==> src/hdl/radio_cfg_cfg.svh <==
// Offsets, field positions, reset values and counts of the calibration and startup register
`ifndef RADIO_CFG_CFG_SVH
`define RADIO_CFG_CFG_SVH
`define CFG_REG_OFFSET     6'h18
`define CFG_RESET_VALUE    8'h04
`define CFG_USED_MASK      8'h3F
`define FLD_AUTOCAL_HI     5
`define FLD_AUTOCAL_LO     4
`define FLD_PO_HI          3
`define FLD_PO_LO          2
`define FLD_PIN_CTRL       1
`define FLD_OSC_ON         0
`define EXPIRY_COUNT_0     9'h001
`define EXPIRY_COUNT_1     9'h010
`define EXPIRY_COUNT_2     9'h040
`define EXPIRY_COUNT_3     9'h100
`define RIPPLE_MAX         6'h3F
`define IDLE_RETURNS_LAST  2'h3
`endif

==> src/hdl/radio_cfg_pkg.sv <==
// Types of the calibration and startup register block
package radio_cfg_pkg;
    typedef enum logic [1:0] {
        CAL_NEVER     = 2'h0,
        CAL_FROM_IDLE = 2'h1,
        CAL_TO_IDLE   = 2'h2,
        CAL_EVERY_4TH = 2'h3
    } autocal_t;
    typedef enum logic [3:0] {
        ST_IDLE  = 4'h1,
        ST_RX    = 4'h2,
        ST_TX    = 4'h4,
        ST_FSTXR = 4'h8
    } radio_state_t;
    typedef enum logic [2:0] {
        PO_WAIT_OSC = 3'h1,
        PO_COUNT    = 3'h2,
        PO_READY    = 3'h4
    } po_state_t;
endpackage

==> src/hdl/radio_sm_calib_startup.sv <==
// Calibration and startup configuration register with its control effects
// Functional notes
// - Two-bit auto-calibration select at bits 5:4, reset zero.
// - Select 0: calibrate only on the manual calibrate strobe.
// - Select 1: calibrate leaving idle for receive, transmit or synth ready.
// - Select 2: calibrate returning from receive or transmit to idle.
// - Select 3: calibrate on every fourth return to idle.
// - Power-on field bits 3:2, reset 1, delays chip ready after oscillator.
// - Field 0..3 needs 1, 16, 64, 256 ripple-counter expiries.
`timescale 1ns/1ps
`include "radio_cfg_cfg.svh"
module radio_sm_calib_startup (
    // Clock and reset
    input  wire logic                       clk,
    input  wire logic                       rst_b,
    // Register port
    input  wire logic                       reg_wr,
    input  wire logic [5:0]                 reg_addr,
    input  wire logic [7:0]                 reg_wdata,
    output logic      [7:0]                 reg_rdata,
    // Radio state machine
    input  wire radio_cfg_pkg::radio_state_t radio_state,
    input  wire logic                       manual_calibrate_strobe,
    output logic                            calibrate_start,
    // Oscillator and startup
    input  wire logic                       crystal_oscillator_stable,
    input  wire logic                       sleep_active,
    output logic                            chip_ready_low_active,
    output logic                            keep_oscillator_on_in_sleep,
    output logic                            pin_ctrl_enable
);
    import radio_cfg_pkg::*;

    // Registers and next values
    logic [7:0]   cfg;
    radio_state_t prev_state;
    logic [1:0]   idle_returns;
    logic         osc_meta;
    logic         osc_sync;
    po_state_t    po_state;
    logic [5:0]   ripple;
    logic [8:0]   expiries;
    po_state_t    next_po_state;
    logic [5:0]   next_ripple;
    logic [8:0]   next_count;
    logic         next_chip_ready_low_active;

    // Register port decode
    wire       cfg_hit    = reg_wr && (reg_addr == `CFG_REG_OFFSET);
    wire [7:0] next_cfg   = reg_wdata & `CFG_USED_MASK;
    wire [7:0] next_rdata = (reg_addr == `CFG_REG_OFFSET) ? cfg : 8'h00;

    // Field decode
    wire autocal_t autocal = autocal_t'(cfg[`FLD_AUTOCAL_HI:`FLD_AUTOCAL_LO]);
    wire [1:0]     po_sel  = cfg[`FLD_PO_HI:`FLD_PO_LO];

    // State decode
    wire prev_idle   = (prev_state == ST_IDLE);
    wire prev_active = (prev_state == ST_RX) || (prev_state == ST_TX);
    wire now_idle    = (radio_state == ST_IDLE);
    wire now_active  = (radio_state == ST_RX) || (radio_state == ST_TX) ||
                       (radio_state == ST_FSTXR);
    wire leave_idle  = prev_idle && now_active;
    wire back_idle   = prev_active && now_idle;
    wire fourth      = back_idle && (idle_returns == `IDLE_RETURNS_LAST);
    wire [1:0] next_idle_returns = back_idle ? idle_returns + 2'h1 : idle_returns;

    // Select decode
    wire sel_from = (autocal == CAL_FROM_IDLE);
    wire sel_to   = (autocal == CAL_TO_IDLE);
    wire sel_4th  = (autocal == CAL_EVERY_4TH);
    wire cal_manual = manual_calibrate_strobe;
    wire cal_from   = sel_from && leave_idle;
    wire cal_to     = sel_to && back_idle;
    wire cal_4th    = sel_4th && fourth;
    wire next_cal   = cal_manual || cal_from || cal_to || cal_4th;

    wire [8:0] expiry_target = (po_sel == 2'h0) ? `EXPIRY_COUNT_0 :
                               (po_sel == 2'h1) ? `EXPIRY_COUNT_1 :
                               (po_sel == 2'h2) ? `EXPIRY_COUNT_2 : `EXPIRY_COUNT_3;
    // Ripple counter expiry
    wire       ripple_wrap   = (ripple == `RIPPLE_MAX);
    wire [8:0] next_expiries = expiries + 9'h001;

    always_ff @(posedge clk or negedge rst_b) begin
        if (!rst_b) begin
            cfg <= `CFG_RESET_VALUE;
        end else if (cfg_hit) begin
            cfg <= next_cfg;
        end
    end

    // Read data register
    always_ff @(posedge clk or negedge rst_b) begin
        if (!rst_b) begin
            reg_rdata <= 8'h00;
        end else begin
            reg_rdata <= next_rdata;
        end
    end

    always_ff @(posedge clk or negedge rst_b) begin
        if (!rst_b) begin
            idle_returns <= 2'h0;
        end else begin
            idle_returns <= next_idle_returns;
        end
    end

    // Previous radio state
    always_ff @(posedge clk or negedge rst_b) begin
        if (!rst_b) begin
            prev_state <= ST_IDLE;
        end else begin
            prev_state <= radio_state;
        end
    end

    always_ff @(posedge clk or negedge rst_b) begin
        if (!rst_b) begin
            calibrate_start <= 1'b0;
        end else begin
            calibrate_start <= next_cal;
        end
    end

    // Oscillator stable synchroniser
    always_ff @(posedge clk or negedge rst_b) begin
        if (!rst_b) begin
            osc_meta <= 1'b0;
            osc_sync <= 1'b0;
        end else begin
            osc_meta <= crystal_oscillator_stable;
            osc_sync <= osc_meta;
        end
    end

    // Startup sequencer
    // startup delay next state
    always_comb begin
        next_po_state              = po_state;
        next_ripple                = ripple;
        next_count                 = expiries;
        next_chip_ready_low_active = chip_ready_low_active;
        case (po_state)
            PO_WAIT_OSC: begin
                next_ripple = 6'h00;
                next_count  = 9'h000;
                if (osc_sync) begin
                    next_po_state = PO_COUNT;
                end
            end
            PO_COUNT: begin
                next_ripple = ripple + 6'h01;
                if (!osc_sync) begin
                    next_po_state = PO_WAIT_OSC;
                end else if (ripple_wrap) begin
                    next_count = next_expiries;
                    if (next_expiries >= expiry_target) begin
                        next_po_state              = PO_READY;
                        next_chip_ready_low_active = 1'b0;
                    end
                end
            end
            PO_READY: begin
                if (!osc_sync) begin
                    next_po_state              = PO_WAIT_OSC;
                    next_chip_ready_low_active = 1'b1;
                end
            end
            default: begin
                next_po_state              = PO_WAIT_OSC;
                next_chip_ready_low_active = 1'b1;
            end
        endcase
    end

    always_ff @(posedge clk or negedge rst_b) begin
        if (!rst_b) begin
            po_state              <= PO_WAIT_OSC;
            ripple                <= 6'h00;
            expiries              <= 9'h000;
            chip_ready_low_active <= 1'b1;
        end else begin
            po_state              <= next_po_state;
            ripple                <= next_ripple;
            expiries              <= next_count;
            chip_ready_low_active <= next_chip_ready_low_active;
        end
    end

    always_ff @(posedge clk or negedge rst_b) begin
        if (!rst_b) begin
            keep_oscillator_on_in_sleep <= 1'b0;
        end else begin
            keep_oscillator_on_in_sleep <= cfg[`FLD_OSC_ON] && sleep_active;
        end
    end

    always_ff @(posedge clk or negedge rst_b) begin
        if (!rst_b) begin
            pin_ctrl_enable <= 1'b0;
        end else begin
            pin_ctrl_enable <= cfg[`FLD_PIN_CTRL];
        end
    end

endmodule

==> config.mk <==
export PLATFORM = sky130hd
export DESIGN_NAME = radio_sm_calib_startup
export DESIGN_NICKNAME = d
export VERILOG_FILES = /design/src/hdl/radio_cfg_pkg.sv /design/src/hdl/radio_sm_calib_startup.sv
export VERILOG_INCLUDE_DIRS = /design/src /design/src/hdl
export SDC_FILE = /design/constraint.sdc
export NUM_CORES = 1
export LEC_CHECK = 0
export BUFFER_PORTS_ARGS = -buffer_cell sky130_fd_sc_hd__buf_4
export CORE_ASPECT_RATIO = 0.5
export CORE_MARGIN = 2
export CORE_UTILIZATION = 55
export DETAILED_ROUTE_END_ITERATION = 8
export PLACE_DENSITY = 0.86
export SYNTH_ARGS = -nofsm -noshare
export SYNTH_HDL_FRONTEND = slang
export SYNTH_SLANG_ARGS = --single-unit
==> constraint.sdc <==
create_clock -name clk -period 3 [get_ports clk]
set_input_delay 0.6 -clock clk [delete_from_list [all_inputs] [get_ports clk]]
set_output_delay 0.6 -clock clk [all_outputs]
set_load 0.05 [all_outputs]
==> summary.txt <==
Run status
  – Run status: completed

Clocking
  – Insertion delay to the later sink of the worst-skew pair: 0.30 ns
  – H-Tree Level Count: 2
  – TritonCTS clock tree: done
  – Clk pin slew, worst setup/hold paths: 0.08 ns
  – Post-CTS Repair Setup Buffers: 0
  – Clock sink count: 42
  – CTS Hold Bufs: 0
  – Clock buffer count from CTS: 5
  – Number of gates given a new drive strength after cts: 0
  – Maximum buffer depth of the clock tree: 2
  – Clock root buffer: sky130_fd_sc_hd__clkbuf_8

Die
  – Standard-cell row count: 15
  – Effective utilization at floorplan: 59.08%
  – Chip Width: 91.30 um
  – Standard cell core area: 3547 sq um
  – I/O pin count: 36
  – Die ar.: 4350 sq um
  – Die Span Y: 47.65 um

Synth
  – Mapped cell area: 2096 sq um
  – Post-synthesis sequential area ratio: 50.39%
  – Share of flip-flops with an asynchronous set or reset after synthesis: 100.0%
  – Yosys top cell area share: 45.37%
  – Dominant cell type by area after synthesis: sky130_fd_sc_hd__dfrtp_1
  – Fraction of synthesized cell area in xor and xnor cells: 3.761%
  – Post-synthesis cell count: 205
  – Number of synthesized flops with an enable pin: 0
  – Compound-Gate Fraction of Synth Area: 15.88%
  – Count of state elements after synthesis: 42
  – Unique cell type count in the Yosys netlist: 46
  – Post-synthesis area per instance: 10.22 sq um
  – Top cell types by occurrence after synthesis: 38 x sky130_fd_sc_hd__dfrtp_1, 24 x sky130_fd_sc_hd__o21ai_0, 18 x sky130_fd_sc_hd__nor2_1, 15 x sky130_fd_sc_hd__nand2_1, 9 x sky130_fd_sc_hd__nand3_1
  – Most used flip-flop cell after synthesis: sky130_fd_sc_hd__dfrtp_1
  – Cell types with the largest area share after synthesis: sky130_fd_sc_hd__dfrtp_1 45%, sky130_fd_sc_hd__o21ai_0 5.7%, sky130_fd_sc_hd__dfstp_2 5.0%
  – Adder-Cell Fraction of Synth Area: 4.179%
  – Simple-gate share of the synthesized area: 19.34%
  – Number of synthesis warnings: 0
  – Portion of netlist area occupied by mux cells: 3.761%
  – Most numerous cell in the Yosys netlist: sky130_fd_sc_hd__dfrtp_1
  – Largest family of logic cells by synthesized area: simple AND/OR/NAND/NOR gates

Finish
  – Final Core Density: 70.79%
  – Number of nets at the end of the flow: 270
  – Final instance area: 2511 sq um
  – Number of antenna cells inserted: 0
  – Fraction of final layout cells with drive strength greater than 1: 25.00%
  – Growth of design area from synthesis to finish: 19.82%

Global route
  – Via count of the first global-routing pass: 1566
  – Largest net degree at the start of global routing: 43
  – Antenna violations before repair: 0
  – First-pass GRT wire length: 6.617 mm
  – Overflow after GRT: 0
  – Gr usage total: 20.10%

Run
  – Max-Cap Viols: 0

Setup path
  – Critical path's largest stage delay: 0.48 ns
  – Cell family contributing the most delay on the critical path: simple AND/OR/NAND/NOR gates
  – CP bufs+invs: 0
  – Critical-path cell with the highest stage delay: sky130_fd_sc_hd__dfrtp_1
  – Largest driver fanout on the critical path: 8
  – Kind of critical path: flip-flop to flip-flop
  – Crit path required time: 3.23 ns
  – Crit. End Element: flip-flop
  – Worst Path Arrival: 2.79 ns
  – Worst Setup Start Kind: flip-flop
  – Cell-by-cell trace of the critical path: ha_1 > and4_2 > nand3_1 > xnor2_1 > ha_1 > nand3_1 > nor3b_1 > nand4_1 > and3_1 > o21ai_1

Timing
  – Setup Skew: 0.008659 ns
  – Least-Margin Pin Slew: 0.5109 ns
  – Final slew viol count: 0
  – Final setup viols: 0
  – Setup tns final: 0 ns
  – Achievable clock frequency: 0.3906 GHz
  – Final hold viol count: 0
  – Post-route worst setup slack: 0.4398 ns
  – Max-slew headroom: 65.94%
  – Final Cycle Share: 85.34%
  – Setup repair after global routing missed its margin: no
  – Post-layout minimum cycle time: 2.560 ns

Place
  – Number of port buffers: 31
  – Detailed placement HPWL: 2.917 mm
  – Placer congestion estimate: 0.8174
  – Post-detailed-placement cell area: 2374 sq um
  – Pre-CTS WS: 0.4920 ns

Route
  – Number of violations reported at the end of detailed-routing iteration 0: 69
  – Router iterations before antenna repair: 4
  – Vias after detailed routing: 1611
  – WL/cell: 13.64 um
  – Routed via count divided by cell count: 5.536
  – Remaining antenna violation count after routing: 0
  – Number of DRC violations after detailed routing: 0
  – Final wirelength: 3.970 mm

Power
  – Total Power: 1.340 mW
  – Power density cells: 533.7 nW/um^2
  – Worst vdd ir: 0.3389 mV
  – Leakage power: 1.154 nW

Min path
  – Tightest Hold Check Type: input port to async pin
metrics by stage:
stage | hold slack (ns) | cells
2_1_floorplan | 0.3044 | 206
3_3_place_gp | 0.3329 | 283
3_5_place_dp | 0.3655 | 283
4_1_cts | 0.2829 | 291
5_1_grt | 0.3158 | 291
6_report | 0.2658 | 291
cells by family (layout without fill, tap and decap cells):
family                   after synthesis  count (layout)
AND/OR/NAND/NOR                       76              76
buffers and inverters                 12              46
flip-flops                            42              42
AO/OA/AOI/OAI                         51              51
adder cells (fa/ha/maj)                7               7
multiplexers                           7               7
other                                  1               2
XOR/XNOR                               9               9
area by class of cell:
type                            count  area (sq um)
Sequential cell                    42          1056
Fill cell                         258          1036
Tap cell                           51         63.81
Clock inverter                      3         68.82
Inverter                            6         22.52
Clock buffer                        5         68.82
Timing Repair Buffer               32         240.2
Multi-Input combinational cell    152         991.0
per-layer routing:
metal / routed length (um) / track usage [%] / vias to the layer above
met5: 0 / 0 / -
met4: 42 / 10.91 / 0
met3: 189 / 4.567 / 5
met2: 2012 / 37.78 / 43
met1: 1726 / 23.02 / 766
li1: - / - / 797
cells in the final DEF (no fill, tap or decap), types with 3 or more instances in the layout:
master | Yosys | layout
sky130_fd_sc_hd__buf_4 | 2 | 32
sky130_fd_sc_hd__dfstp_2 | 4 | 4
sky130_fd_sc_hd__ha_1 | 7 | 7
sky130_fd_sc_hd__xnor2_1 | 7 | 7
sky130_fd_sc_hd__nand2b_1 | 3 | 3
sky130_fd_sc_hd__mux2_2 | 7 | 7
sky130_fd_sc_hd__o31ai_1 | 3 | 3
sky130_fd_sc_hd__and2_1 | 6 | 6
sky130_fd_sc_hd__nand4_1 | 3 | 3
sky130_fd_sc_hd__nor2_1 | 18 | 18
sky130_fd_sc_hd__dfrtp_1 | 38 | 38
sky130_fd_sc_hd__nor3b_1 | 3 | 3
sky130_fd_sc_hd__a21oi_1 | 6 | 6
sky130_fd_sc_hd__inv_1 | 6 | 6
sky130_fd_sc_hd__clkbuf_8 | 0 | 5
sky130_fd_sc_hd__nand2_1 | 15 | 15
sky130_fd_sc_hd__nand3_1 | 9 | 9
sky130_fd_sc_hd__o21ai_0 | 24 | 24
sky130_fd_sc_hd__nor3_1 | 6 | 6
final timing paths:
path	start	end	slack, ns	cells past startpoint
max	expiries[0]	po_state[2]	0.44	10
min	rst_b	ripple[2]	0.27	1
max reg2reg	expiries[0]	po_state[2]	0.44	10
min reg2reg	osc_meta	osc_sync	0.39	0
max in group asynchronous	rst_b	prev_state[0]	2.36	1
min in group clk	osc_meta	osc_sync	0.39	0
flip-flops by register name, indices dropped and copies added, names as in the netlist, 2 cells and up:
signal / flops
prev_state: 4
cfg: 6
expiries: 9
reg_rdata: 6
po_state: 3
idle_returns: 2
ripple: 6
power breakdown:
group	switching, mW	total (mW)	internal (mW)
Clock	0.201	0.534	0.333
Combinational	0.100	0.170	0.0697
Sequential	0.0334	0.636	0.603
Total	0.334	1.34	1.01
(Power assumes the default switching activity.)
